$ cat src/pkg/excitation_bias_consts.svh
// Overview of operation
// - Magnitude bit 7 enables rail monitor.
// - Magnitude bit 6 closes low-side switch.
// - Power-down forces low-side switch open.
// - Magnitude code sets current; 1010-1111 off.
// - One magnitude drives both current sources.
// - Routing bits 7:4 place source two.
// - Routing bits 3:0 place source one.
// - Six-input variant: 0110/0111 reach references.
// - Routing register index 07h, reset FFh.
// - Magnitude register index 06h, reset 00h.
// - Bias register index 08h, reset 00h.
// - Level bit picks bias; no input, none.
// - Any bias input combination allowed together.
`ifndef EXCITATION_BIAS_CONSTS_SVH
`define EXCITATION_BIAS_CONSTS_SVH

// ****************************************************************
// Register indices; the byte address is four times the index.
// ****************************************************************
`define MAG_IDX 6'h06
`define ROUTE_IDX 6'h07
`define BIAS_IDX 6'h08
`define DEV_CTRL_IDX 6'h0a
`define STATUS_IDX 6'h0b

// ****************************************************************
// Reset values.
// ****************************************************************
`define MAG_RESET 8'h00
`define ROUTE_RESET 8'hff
`define BIAS_RESET 8'h00
`define DEV_CTRL_RESET 8'h00

// ****************************************************************
// Field positions and codes.
// ****************************************************************
`define MAG_RAIL_BIT 7
`define MAG_SWITCH_BIT 6
`define MAG_WRITE_MASK 8'hcf
`define MAG_MAX_CODE 4'h9
`define ROUTE_TWO_LSB 4
`define ROUTE_ONE_LSB 0
`define ROUTE_COMMON 4'hc
`define ROUTE_LAST_AIN 4'hb
`define ROUTE_LAST_SIX 4'h5
`define ROUTE_REF_POS 4'h6
`define ROUTE_REF_NEG 4'h7
`define BIAS_LEVEL_BIT 7
`define DEV_POWER_DOWN_BIT 0
`define DEV_SIX_INPUT_BIT 1
`define DEV_CTRL_MASK 8'h03

// ****************************************************************
// Bus answers.
// ****************************************************************
`define RESP_OKAY 2'b00
`define RESP_SLVERR 2'b10

`endif

$ cat src/pkg/excitation_bias_pkg.sv
package excitation_bias_pkg;

  // Pin selection of one excitation current source.
  typedef struct packed {
    logic [11:0] analogInput;
    logic commonInput;
    logic refPositive;
    logic refNegative;
  } route_pins_t;

  // Sensor bias output controls.
  typedef struct packed {
    logic levelSelect;
    logic commonEnable;
    logic [5:0] inputEnable;
  } bias_drive_t;

  // Shared magnitude and supervision controls.
  typedef struct packed {
    logic railMonitorEnable;
    logic lowSideSwitchClose;
    logic [3:0] magnitude;
  } excitation_drive_t;

endpackage

$ cat src/core/excitation_bias_regs.sv
// Local design decision: the AXI4-Lite register port.
`timescale 1ns/1ns
`include "excitation_bias_consts.svh"

module excitation_bias_regs
(
  input wire logic clk_sys,
  input wire logic rst_b,
  input wire logic [7:0] awaddr,
  input wire logic awvalid,
  output logic awready,
  input wire logic [31:0] wdata,
  input wire logic [3:0] wstrb,
  input wire logic wvalid,
  output logic wready,
  output logic [1:0] bresp,
  output logic bvalid,
  input wire logic bready,
  input wire logic [7:0] araddr,
  input wire logic arvalid,
  output logic arready,
  output logic [31:0] rdata,
  output logic [1:0] rresp,
  output logic rvalid,
  input wire logic rready,
  output excitation_bias_pkg::excitation_drive_t excitationDrive,
  output excitation_bias_pkg::route_pins_t sourceOnePins,
  output excitation_bias_pkg::route_pins_t sourceTwoPins,
  output excitation_bias_pkg::bias_drive_t biasDrive,
  output logic biasActive
);
  import excitation_bias_pkg::*;

  // ****************************************************************
  // Decoding helpers.
  // ****************************************************************

  // Codes above the largest step are treated as off.
  function automatic logic [3:0] effectiveMagnitude(input logic [7:0] magReg);
    logic [3:0] code;
    code = magReg[3:0];
    if (code > `MAG_MAX_CODE)
    begin
      effectiveMagnitude = 4'h0;
    end
    else
    begin
      effectiveMagnitude = code;
    end
  endfunction

  // Register index of a byte address; unaligned low bits are ignored.
  function automatic logic [5:0] regIndex(input logic [7:0] addr);
    regIndex = addr[7:2];
  endfunction

  function automatic logic indexMapped(input logic [5:0] idx);
    indexMapped = (idx == `MAG_IDX) || (idx == `ROUTE_IDX) || (idx == `BIAS_IDX) ||
      (idx == `DEV_CTRL_IDX) || (idx == `STATUS_IDX);
  endfunction

  // ****************************************************************
  // Register storage.
  // ****************************************************************
  logic [7:0] mag_reg;
  logic [7:0] route_reg;
  logic [7:0] bias_reg;
  logic [7:0] devCtrl_reg;
  logic [7:0] awaddr_reg;
  logic [7:0] wdata_reg;
  logic wstrb_reg;
  logic doWrite;
  logic [5:0] writeIdx;
  logic [7:0] status;
  logic [7:0] readByte;
  logic [5:0] readIdx;
  logic powerDown;
  logic sixInputVariant;
  logic [3:0] magnitude_next;
  logic switchClose_next;
  logic biasActive_next;
  route_pins_t sourceOne_next;
  route_pins_t sourceTwo_next;

  assign powerDown = devCtrl_reg[`DEV_POWER_DOWN_BIT];
  assign sixInputVariant = devCtrl_reg[`DEV_SIX_INPUT_BIT];

  // ****************************************************************
  // Write address and data channels.
  // ****************************************************************

  // Each channel is taken on its own handshake and held until both are
  // present; the ready stays low from the take until the response is
  // accepted, so only one write is ever in flight.
  always_ff @(posedge clk_sys)
  begin
    if (!rst_b)
    begin
      awready <= 1'b1;
      awaddr_reg <= 8'h00;
    end
    else if (awvalid && awready)
    begin
      awready <= 1'b0;
      awaddr_reg <= awaddr;
    end
    else if (bvalid && bready)
    begin
      awready <= 1'b1;
    end
  end

  always_ff @(posedge clk_sys)
  begin
    if (!rst_b)
    begin
      wready <= 1'b1;
      wdata_reg <= 8'h00;
      wstrb_reg <= 1'b0;
    end
    else if (wvalid && wready)
    begin
      wready <= 1'b0;
      wdata_reg <= wdata[7:0];
      wstrb_reg <= wstrb[0];
    end
    else if (bvalid && bready)
    begin
      wready <= 1'b1;
    end
  end

  assign doWrite = !awready && !wready && !bvalid;
  assign writeIdx = regIndex(awaddr_reg);

  // ****************************************************************
  // Write response channel.
  // ****************************************************************
  always_ff @(posedge clk_sys)
  begin
    if (!rst_b)
    begin
      bvalid <= 1'b0;
      bresp <= `RESP_OKAY;
    end
    else if (doWrite)
    begin
      bvalid <= 1'b1;
      bresp <= indexMapped(writeIdx) ? `RESP_OKAY : `RESP_SLVERR;
    end
    else if (bvalid && bready)
    begin
      bvalid <= 1'b0;
    end
  end

  // ****************************************************************
  // Configuration registers.
  // ****************************************************************

  // Only the low byte lane carries register data; a write without it
  // completes normally and leaves the register alone.
  always_ff @(posedge clk_sys)
  begin
    if (!rst_b)
    begin
      mag_reg <= `MAG_RESET;
    end
    else if (doWrite && wstrb_reg && (writeIdx == `MAG_IDX))
    begin
      mag_reg <= wdata_reg & `MAG_WRITE_MASK;
    end
  end

  always_ff @(posedge clk_sys)
  begin
    if (!rst_b)
    begin
      route_reg <= `ROUTE_RESET;
    end
    else if (doWrite && wstrb_reg && (writeIdx == `ROUTE_IDX))
    begin
      route_reg <= wdata_reg;
    end
  end

  always_ff @(posedge clk_sys)
  begin
    if (!rst_b)
    begin
      bias_reg <= `BIAS_RESET;
    end
    else if (doWrite && wstrb_reg && (writeIdx == `BIAS_IDX))
    begin
      bias_reg <= wdata_reg;
    end
  end

  always_ff @(posedge clk_sys)
  begin
    if (!rst_b)
    begin
      devCtrl_reg <= `DEV_CTRL_RESET;
    end
    else if (doWrite && wstrb_reg && (writeIdx == `DEV_CTRL_IDX))
    begin
      devCtrl_reg <= wdata_reg & `DEV_CTRL_MASK;
    end
  end

  // ****************************************************************
  // Read channel.
  // ****************************************************************
  assign readIdx = regIndex(araddr);

  // The status view reports what actually drives the analog section,
  // which differs from the stored bits in power-down or on bad codes.
  assign status = {3'b000, biasActive, |excitationDrive.magnitude,
    |sourceTwoPins, |sourceOnePins, excitationDrive.lowSideSwitchClose};

  always_comb
  begin
    unique case (readIdx)
      `MAG_IDX: readByte = mag_reg & `MAG_WRITE_MASK;
      `ROUTE_IDX: readByte = route_reg;
      `BIAS_IDX: readByte = bias_reg;
      `DEV_CTRL_IDX: readByte = devCtrl_reg;
      `STATUS_IDX: readByte = status;
      default: readByte = 8'h00;
    endcase
  end

  always_ff @(posedge clk_sys)
  begin
    if (!rst_b)
    begin
      arready <= 1'b1;
      rvalid <= 1'b0;
      rdata <= 32'h00000000;
      rresp <= `RESP_OKAY;
    end
    else if (arvalid && arready)
    begin
      arready <= 1'b0;
      rvalid <= 1'b1;
      rdata <= {24'h000000, readByte};
      rresp <= indexMapped(readIdx) ? `RESP_OKAY : `RESP_SLVERR;
    end
    else if (rvalid && rready)
    begin
      arready <= 1'b1;
      rvalid <= 1'b0;
    end
  end

  // ****************************************************************
  // Current source routing.
  // ****************************************************************
  excitation_route_decode sourceOneDecode
  (
    .routeCode(route_reg[`ROUTE_ONE_LSB +: 4]),
    .sixInputVariant(sixInputVariant),
    .pins(sourceOne_next)
  );

  excitation_route_decode sourceTwoDecode
  (
    .routeCode(route_reg[`ROUTE_TWO_LSB +: 4]),
    .sixInputVariant(sixInputVariant),
    .pins(sourceTwo_next)
  );

  // ****************************************************************
  // Analog control outputs.
  // ****************************************************************

  // The stored switch bit survives power-down so the switch closes again
  // on wake-up without software rewriting it.
  assign switchClose_next = mag_reg[`MAG_SWITCH_BIT] && !powerDown;
  assign magnitude_next = effectiveMagnitude(mag_reg);
  assign biasActive_next = |bias_reg[6:0];

  always_ff @(posedge clk_sys)
  begin
    if (!rst_b)
    begin
      excitationDrive <= '0;
    end
    else
    begin
      excitationDrive.railMonitorEnable <= mag_reg[`MAG_RAIL_BIT];
      excitationDrive.lowSideSwitchClose <= switchClose_next;
      excitationDrive.magnitude <= magnitude_next;
    end
  end

  always_ff @(posedge clk_sys)
  begin
    if (!rst_b)
    begin
      sourceOnePins <= '0;
      sourceTwoPins <= '0;
    end
    else
    begin
      sourceOnePins <= sourceOne_next;
      sourceTwoPins <= sourceTwo_next;
    end
  end

  // The level bit is passed on even when no input is chosen; the output
  // stays idle through biasActive and cleared enables in that case.
  always_ff @(posedge clk_sys)
  begin
    if (!rst_b)
    begin
      biasDrive <= '0;
      biasActive <= 1'b0;
    end
    else
    begin
      biasDrive.levelSelect <= bias_reg[`BIAS_LEVEL_BIT];
      biasDrive.commonEnable <= bias_reg[6];
      biasDrive.inputEnable <= bias_reg[5:0];
      biasActive <= biasActive_next;
    end
  end

endmodule

$ cat src/core/excitation_route_decode.sv
`timescale 1ns/1ns
`include "excitation_bias_consts.svh"

module excitation_route_decode
(
  input wire logic [3:0] routeCode,
  input wire logic sixInputVariant,
  output excitation_bias_pkg::route_pins_t pins
);
  import excitation_bias_pkg::*;

  // ****************************************************************
  // Channel coding shared by both current sources.
  // ****************************************************************
  always_comb
  begin
    pins = '0;
    if (routeCode == `ROUTE_COMMON)
    begin
      pins.commonInput = 1'b1;
    end
    else if (sixInputVariant)
    begin
      // The smaller package has no inputs above five; two codes reach
      // the second reference pair, the rest leave the source open.
      if (routeCode <= `ROUTE_LAST_SIX)
      begin
        pins.analogInput[routeCode] = 1'b1;
      end
      else if (routeCode == `ROUTE_REF_POS)
      begin
        pins.refPositive = 1'b1;
      end
      else if (routeCode == `ROUTE_REF_NEG)
      begin
        pins.refNegative = 1'b1;
      end
    end
    else if (routeCode <= `ROUTE_LAST_AIN)
    begin
      pins.analogInput[routeCode] = 1'b1;
    end
  end

endmodule

$ cat config.mk
export PLATFORM = sky130hd
export DESIGN_NAME = excitation_bias_regs
export DESIGN_NICKNAME = d
export VERILOG_FILES = /design/src/pkg/excitation_bias_pkg.sv /design/src/core/excitation_bias_regs.sv /design/src/core/excitation_route_decode.sv
export VERILOG_INCLUDE_DIRS = /design/src /design/src/pkg
export SDC_FILE = /design/constraint.sdc
export NUM_CORES = 1
export LEC_CHECK = 0
export BUFFER_PORTS_ARGS = -buffer_cell sky130_fd_sc_hd__buf_2
export CAP_MARGIN = 10
export CORE_AREA = 4 4 166 88
export DETAILED_ROUTE_END_ITERATION = 12
export DIE_AREA = 0 0 170 92
export PLACE_DENSITY = 0.66
export REMOVE_ABC_BUFFERS = 1
export SLEW_MARGIN = 20
export SYNTH_ARGS = -nofsm -noshare
export SYNTH_HDL_FRONTEND = slang
export SYNTH_HIERARCHICAL = 1
export SYNTH_SLANG_ARGS = --single-unit
$ cat constraint.sdc
create_clock -name clk_sys -period 1.62 [get_ports clk_sys]
set_clock_uncertainty 0.1 [all_clocks]
set_input_delay 0.324 -clock clk_sys [delete_from_list [all_inputs] [get_ports clk_sys]]
set_output_delay 0.324 -clock clk_sys [all_outputs]
set_load 0.02 [all_outputs]
==> results of run 1 <==
[per-stage QoR]
step                setup TNS (ps)  power (uW)
finish                           0        4800
global route                     0        5000
global placement             -1380        2890
CTS                              0        4850
detailed placement           -1680        2900
floorplan                     -315        2740
[layout make-up]
class                   count  area, um^2
well taps                 176         220
repair buffers            107         618
clock inverters             6        43.8
fillers                  1368        8320
inverters                   7        26.3
flip-flops and latches     99        1980
clock buffers               9         225
multi-input cells         302        1740
[report_power, final]
group	switching, uW	internal, uW
sequential	43.5	2480
clock	912	1030
combinational	232	106
[final timing paths]
| check | slack [ps] | to | from |
|---|---|---|---|
| setup / recovery | 70 | rdata[7]$_SDFFE_PN0P_ | araddr[7] |
| hold / removal | 120 | awaddr_reg[4]$_SDFFE_PN0P_ | awaddr[4] |
| setup reg to reg | 120 | mag_reg[2]$_SDFFE_PN0P_ | awready$_SDFFE_PN1P_ |
| hold reg to reg | 350 | wstrb_reg$_SDFFE_PN0P_ | wstrb_reg$_SDFFE_PN0P_ |
[placed cells by master (no fill, tap or decap), types with 5 or more instances in the layout]
cell type | Yosys | final
nor4_1 | 9 | 8
nor3_1 | 23 | 23
a21oi_1 | 25 | 25
o21ai_0 | 7 | 7
dfxtp_1 | 99 | 98
mux2i_1 | 14 | 13
inv_1 | 5 | 5
buf_4 | 26 | 16
conb_1 | 1 | 26
nor2_1 | 14 | 14
nand2_1 | 74 | 74
a22oi_1 | 7 | 7
clkbuf_16 | 0 | 9
buf_2 | 1 | 87
and2_1 | 40 | 40
o21ai_1 | 10 | 10
nand2b_1 | 7 | 7
[synth_stat cells (2+ instances only)]
master,instances,area share (%)
a221oi_1,2,0.45
a22oi_1,7,1.4
o21ai_0,7,0.90
nand2_1,74,7.1
inv_1,5,0.48
nor2_1,14,1.4
a221oi_2,3,1.2
or3b_4,2,0.58
nor3_2,5,1.3
nor3_1,23,3.0
nor3b_1,4,0.77
buf_4,26,5.0
inv_2,2,0.19
o21ai_1,10,1.3
nor4_1,9,1.4
or4b_4,2,0.71
xor2_1,2,0.45
nand2b_1,7,1.1
nand3_1,2,0.26
a21boi_0,3,0.58
dfxtp_1,99,51
nor2_2,3,0.48
nand4_1,3,0.48
and2_1,40,6.4
a21oi_1,25,3.2
a31oi_1,3,0.48
clkbuf_1,12,1.2
mux2i_1,14,3.6
mux2_2,2,0.58
[logic make-up (layout without fill, tap and decap cells)]
group | count (synthesis) | after routing | synth area share [%]
simple gates | 191 | 191 | 25.8
xor+xnor | 2 | 2 | 0.451
buf+inv | 46 | 129 | 6.99
flops | 99 | 99 | 51.0
mux | 16 | 16 | 4.19
compound gates | 67 | 67 | 11.5
other cells | 1 | 26 | 0.0965
[repair_timing]
action,CTS,global route
hold buffers,0,0
buffers inserted,0,1
resized for setup,0,6
endpoints found under the setup margin,0,15
[worst register-to-register path: cells and delay by family, from the launching register on]
kind                   cells  cell delay, ps
and+or+nand+nor            3             490
DFF                        1             350
muxes                      1             190
buffers and inverters      2             300
[per-layer routing]
layer	wire [um]	vias up	GRT usage (%)	share of wire (%)
li1	-	1612	-	-
met3	1290	12	6.93	12
met5	0	-	0	0
met4	77	0	2.72	0.71
met1	5090	1537	19.5	47
met2	4400	132	19.4	41
==> results_dict.tcl, run 1 <==
set metrics [dict create \
    outcome "complete, no violations" \
    worstMarginPinSlew_ps 519 \
    firstDrtPassIters 5 \
    rsz0062_at_grt "no" \
    dp_hpwl_mm 8.44 \
    vias_per_cell 4.66 \
    hold_ws_ps 119 \
    avgRoutedWirePerCell_um 15.4 \
    gp_congestion 0.869 \
    max_freq_mhz 644 \
    maxSlewViolCount 0 \
    grt_usage_pct 14.0 \
    place_area_um2 4560 \
    fin_util_pct 36.9 \
    design_area_um2 4860 \
    critPathMaxFanout 5 \
    dieArea_um2 15600 \
    grt_pass1_vias 3271 \
    crit_path_end_kind "register" \
    grt_start_max_net_pins 47 \
    drive_gt1_share_pct 27.5 \
    core_um2 13200 \
    required_ps 1770 \
    path_cells "buf_2, or4b_4, nor2_2, o2111ai_4, a221oi_2" \
    cap_violations 0 \
    syn_to_final_growth_pct 25.0 \
    wirelength_mm 10.9 \
    min_period_ps 1550 \
    syn-cell-area_um2 3890 \
    powerDensity_nw_per_um2 988 \
    p_leak_uw 0.00213 \
    drc 0 \
    die_h_um 92 \
    report.final.setup_viol 0 \
    cp_slowest_cell "or4b_4" \
    globalRouteOverflowTotal 0 \
    synth.avg_cell_area_um2 9.21 \
    ys_seq_area_share_pct 51.0 \
    drtIter0Drc 292 \
    io_pins 145 \
    hold_depth 3 \
    hold_viol 0 \
    clkSlewWorstSetupHoldPaths_ps 70 \
    vdd_drop_max_mv 0.502 \
    place_ws_ps -252 \
    synth_edf_count 0 \
    fin_cells 706 \
    crit_buf_inv 1 \
    synth_seq_cells 99 \
    clockBufferDepth 2 \
    root_buffer "clkbuf_16" \
    antenna_found_initial 0 \
    numPortBuffers 87 \
    arrival_ps 1700 \
    cts_buffers 9 \
    timing.final.ws_setup_ps 67.5 \
    fin_nets 585 \
    clkSinkCount 99 \
    tritoncts "yes" \
    crit_family "simple AND/OR/NAND/NOR gates" \
    synth-main-ff-cell "dfxtp_1" \
    period_share_pct 95.8 \
    cp.depth 5 \
    htree_levels 3 \
    yosysWarningCount 6 \
    r2r_cells 6 \
    grt_pass1_wl_mm 17.2 \
    critPathLaunchType "input pin" \
    worstSetupPathType "in2reg" \
    fp-row-count 30 \
    dpl.cell_count 690 \
    via_count 3293 \
    ys_types 41 \
    synth_cells 422 \
    clk_latency_ps 340 \
    reg.largest.list "sourceOnePins: 15 flops, sourceTwoPins: 15 flops" \
    diodes 0 \
    die_w_um 170 \
    initial_core_util_pct 29.5 \
    slew_headroom_pct 65.3 \
    ant_nets 0 \
    hold_class "in2reg" \
    cp_slowest_stage_delay_ps 570 \
    ys_async_sr_fraction_pct 0 \
]
(Power assumes the default switching activity.)
==> run 2, diff against run 1 <==
Clock period 1.62 ns to 1.4 ns, I/O delays scaled along.
==> run 2 against run 1 <==
The flow now finishes with violations (setup timing). Non-clock buffer count increased by 19. First-iteration DRC count shrank 52%. Clock power grew 36%. Combinational power increased by 28%. Sequential share of layout area shrank 2.3 points. Largest cell class unchanged. Largest power group unchanged.
==> results_dict.tcl, run 2 (synthesis results as in run 1) <==
set metrics [dict create \
    endpoint "rdata[6]$_SDFFE_PN0P_" \
    firstDrtPassIters 5 \
    antenna_found_initial 0 \
    grt_pass1_wl_mm 16.7 \
    maxSlewViolCount 0 \
    gp_congestion 0.883 \
    vdd_drop_max_mv 0.643 \
    critPathMaxFanout 6 \
    rsz0062_at_grt "yes" \
    wirelength_mm 10.8 \
    hold_class "in2reg" \
    worstReg2RegEnd "rdata[2]$_SDFFE_PN0P_" \
    violations "setup timing" \
    fin_nets 604 \
    min_period_ps 1450 \
    reg2reg_slack_ps -30 \
    dieArea_um2 15600 \
    cap_violations 0 \
    clockBufferDepth 2 \
    grt_start_max_net_pins 52 \
    clkSlewWorstSetupHoldPaths_ps 70 \
    outcome "finished, violations left" \
    drtIter0Drc 141 \
    dp_hpwl_mm 8.42 \
    arrival_ps 1590 \
    initial_core_util_pct 29.5 \
    grt_usage_pct 13.6 \
    clk_latency_ps 340 \
    die_h_um 92 \
    clkSinkCount 99 \
    mostFrequentLayoutCells "89 x dfxtp_1, 84 x buf_2, 73 x nand2_1" \
    fill_cells 1319 \
    htree_levels 3 \
    io_pins 145 \
    numPortBuffers 87 \
    seq_area_um2 1990 \
    r2r_cells 5 \
    required_ps 1550 \
    drc 0 \
    syn_to_final_growth_pct 33.2 \
    setup_tns_ps -255 \
    final_common_cell "dfxtp_1" \
    core_um2 13200 \
    place_ws_ps -520 \
    report.final.setup_viol 8 \
    die_w_um 170 \
    avgRoutedWirePerCell_um 14.9 \
    cts_hold_buf 0 \
    root_buffer "clkbuf_16" \
    tritoncts "yes" \
    critPathLaunchType "input pin" \
    grt_pass1_vias 3140 \
    multiInputGateArea_um2 1830 \
    period_share_pct 103 \
    crit_path_end_kind "register" \
    critPathLaunch "araddr[7]" \
    r2r-start "sourceTwoPins[11]$_SDFF_PN0_" \
    p_leak_uw 0.00228 \
    fp-row-count 30 \
    reg.largest.list "sourceOnePins: 15 flops, sourceTwoPins: 15 flops" \
    worstSetupPathType "in2reg" \
    via_count 3309 \
    hold_viol 0 \
    cts_buffers 9 \
    hold_ws_ps 80.2 \
    vias_per_cell 4.56 \
    ant_nets 0 \
    drive_gt1_share_pct 33.3 \
    timing.final.ws_setup_ps -48.2 \
    globalRouteOverflowTotal 0 \
    powerDensity_nw_per_um2 1150 \
    diodes 0 \
    max_freq_mhz 691 \
]
-- run 2: changes by cell type in the layout (fill, tap and decap cells not counted), sizes merged --
cell and delta:
clkbuf +2, buf +19, clkinvlp -2, bufinv +2
clkinv -2
-- run 2: cell type report --
type / count / area share (%)
Timing Repair Buffer: 126 / 15.2
Tap cell: 176 / 4.25
Sequential cell: 99 / 38.5
Clock buffer: 11 / 4.69
Clock inverter: 4 / 1.45
Multi-Input combinational cell: 302 / 35.4
Inverter: 7 / 0.507
-- run 2: repair_timing --
action | 4_1_cts | 5_1_grt
buffers inserted | 1 | 1
gates resized for setup | 25 | 16
pin swaps | 14 | 12
endpoints found under the setup margin | 28 | 27
-- run 2: worst min path at each step --
stage                                     start                       endpoint  cells past startpoint
finish                                awaddr[4]     awaddr_reg[4]$_SDFFE_PN0P_                      3
global route                           wdata[0]      wdata_reg[0]$_SDFFE_PN0P_                      3
CTS                                   awaddr[6]     awaddr_reg[6]$_SDFFE_PN0P_                      3
detailed placement  devCtrl_reg[0]$_SDFFE_PN0P_  excitationDrive[4]$_SDFF_PN0_                      1
global placement    devCtrl_reg[0]$_SDFFE_PN0P_  excitationDrive[4]$_SDFF_PN0_                      1
floorplan                                 rst_b      route_reg[0]$_SDFFE_PN1P_                      1
-- run 2: metrics by stage --
stage / utilization [%] / area (um^2) / cells / power, uW
after global placement: 35.6 / 4690 / 708 / 3370
after CTS: 38.9 / 5120 / 724 / 6000
after global routing: 39.3 / 5180 / 725 / 6190
final: 39.3 / 5180 / 725 / 5980
after detailed placement: 35.6 / 4690 / 708 / 3380
after floorplan: - / 3730 / 408 / 3170
-- run 2: report_power, final --
group	internal, uW	total [uW]	leakage (uW)	switching [uW]
combinational	152	433	0.00133	281
clock	1610	2630	0.000148	1020
sequential	2870	2920	0.000805	48.5
total	4630	5980	0.00228	1350
-- run 2: routing by layer --
metal | vias up | part of all wire [%] | GRT usage (%)
li1 | 1655 | - | -
met1 | 1545 | 51 | 20.1
met2 | 104 | 40 | 18.6
met3 | 5 | 9.0 | 5.68
met4 | 0 | 0.38 | 2.19
met5 | - | 0 | 0
-- run 2: worst max-delay path, stage by stage --
cell	delay [ps]
buf_6	100
or4b_4	550
nor3_2	160
buf_4	180
a22oi_1	80
a221oi_2	240
==> run 3, diff against run 2 <==
Settings changed: PLACE_DENSITY 0.66 to 0.64.
Clock period 1.4 ns to 1.61 ns, I/O delays scaled along.
==> run 3 against run 2 <==
The flow now finishes without violations. Routed wire length increased by 0.19%. Largest power group unchanged. Utilization is 2.3 points lower. Power shrank 17%. Die area did not move. Critical path type unchanged. Clock-buffer cell count decreased by 2. Via count rose by 0.30%. Global-route usage is 0.31 points higher. Worst hold slack better by 13 ps. Sequential share of layout area increased by 2.1 points. Highest routed layer unchanged. Sequential cell count unchanged. Cell area shrank 5.8%.
==> results_dict.tcl, run 3 (synthesis results as in run 1) <==
set metrics [dict create \
    die_w_um 170 \
    drive_gt1_share_pct 27.3 \
    clk_latency_ps 360 \
    syn_to_final_growth_pct 25.4 \
    critPathMaxFanout 5 \
    grt_start_max_net_pins 54 \
    gp_congestion 0.858 \
    period_share_pct 94.3 \
    fin_nets 585 \
    fill_cells 1342 \
    min_period_ps 1520 \
    fp-row-count 30 \
    report.final.setup_viol 0 \
    powerDensity_nw_per_um2 1020 \
    root_buffer "clkbuf_16" \
    grt_pass1_wl_mm 16.8 \
    via_count 3319 \
    clockBufferDepth 2 \
    final_common_cell "dfxtp_1" \
    io_pins 145 \
    reg.largest.list "sourceOnePins: 15 flops, sourceTwoPins: 15 flops" \
    max_freq_mhz 658 \
    globalRouteOverflowTotal 0 \
    wirelength_mm 10.8 \
    fin_util_pct 37.0 \
    tritoncts "yes" \
    dp_hpwl_mm 8.40 \
    cap_violations 0 \
    crit_family "simple AND/OR/NAND/NOR gates" \
    p_total_uw 4990 \
    dieArea_um2 15600 \
    critPathLaunchType "input pin" \
    vias_per_cell 4.69 \
    crit_path_end_kind "register" \
    dpl.cell_count 690 \
    cp_slowest_stage_delay_ps 580 \
    outcome "complete, no violations" \
    avgRoutedWirePerCell_um 15.3 \
    timing.final.ws_setup_ps 91.2 \
    place_ws_ps -314 \
    drc 0 \
    diodes 0 \
    drtIter0Drc 178 \
    htree_levels 3 \
    p_leak_uw 0.00216 \
    vdd_drop_max_mv 0.533 \
    rsz0062_at_grt "no" \
    core_um2 13200 \
    path_cells "buf_2, or4b_4, nor2_2, o2111ai_4, a221oi_2" \
    multiInputGateArea_um2 1740 \
    crit_buf_inv 1 \
    design_area_um2 4870 \
    cp_slowest_cell "or4b_4" \
    required_ps 1770 \
    clkSinkCount 99 \
    worstSetupPathType "in2reg" \
    maxSlewViolCount 0 \
    ant_nets 0 \
    seq_area_um2 1980 \
    numPortBuffers 87 \
    hold_class "in2reg" \
    fin_cells 707 \
    grt_usage_pct 13.9 \
    antenna_found_initial 0 \
    firstDrtPassIters 5 \
    mostFrequentLayoutCells "99 x dfxtp_1, 87 x buf_2, 74 x nand2_1" \
    die_h_um 92 \
    cts_buffers 9 \
    arrival_ps 1680 \
    clkSlewWorstSetupHoldPaths_ps 80 \
    hold_viol 0 \
    initial_core_util_pct 29.5 \
    place_area_um2 4560 \
    grt_pass1_vias 3136 \
]
==> run 3: changes by cell type in the layout (fill, tap and decap cells not counted), moves of 3 or more <==
cell	delta
a21boi_0	+3
a21boi_2	-3
buf_2	+3
buf_4	-17
buf_6	-4
dfxtp_1	+10
dfxtp_2	-10
inv_8	+3
==> run 3: per-stage QoR <==
stage,setup TNS (ps),hold slack [ps]
after global routing,0,101
after floorplan,-419,284
final,0,93.3
after global placement,-1700,344
after detailed placement,-2100,355
after CTS,0,85.5
==> run 3: worst paths after layout <==
check / slack, ps / start / cells after the start / to
hold / removal: 90 / awaddr[4] / 3 / awaddr_reg[4]$_SDFFE_PN0P_
setup reg to reg: 110 / wready$_SDFFE_PN1P_ / 6 / mag_reg[3]$_SDFFE_PN0P_
setup / recovery: 90 / araddr[7] / 5 / rdata[7]$_SDFFE_PN0P_
hold reg to reg: 360 / mag_reg[7]$_SDFFE_PN0P_ / 2 / excitationDrive[5]$_SDFF_PN0_
==> run 3: metal layers <==
metal / vias to the layer above / wire (um) / global-route usage (%)
li1: 1615 / - / -
met1: 1553 / 5380 / 20.6
met2: 138 / 4220 / 18.4
met3: 13 / 1110 / 6.03
met4: 0 / 95 / 3.06
met5: - / 0 / 0
==> run 3: worst reg2reg max path, cell delays in order, from the launching register on <==
cell and delay, ps:
dfxtp_1 350, nor3_2 230, buf_4 170, nand3_1 90, nor2_2 150, buf_12 150
mux2i_1 180
==> run 3: power breakdown <==
group / switching (uW) / internal, uW / total (uW)
Combinational: 232 / 104 / 336
Clock: 1020 / 1090 / 2120
Sequential: 41.4 / 2490 / 2530
==> run 3: final cells by class <==
cell class	count	area share, %
clock inverters	7	1.39
well taps	176	4.52
multi-input cells	302	35.7
clock buffers	9	4.62
repair buffers	107	12.6
flip-flops and latches	99	40.7
inverters	7	0.539
==> run 3: timing repair <==
item,CTS,global route
setup buffers,0,1
endpoints found under the setup margin,0,10
endpoints found under the hold margin,0,0
resized for setup,0,3
hold buffers,0,0
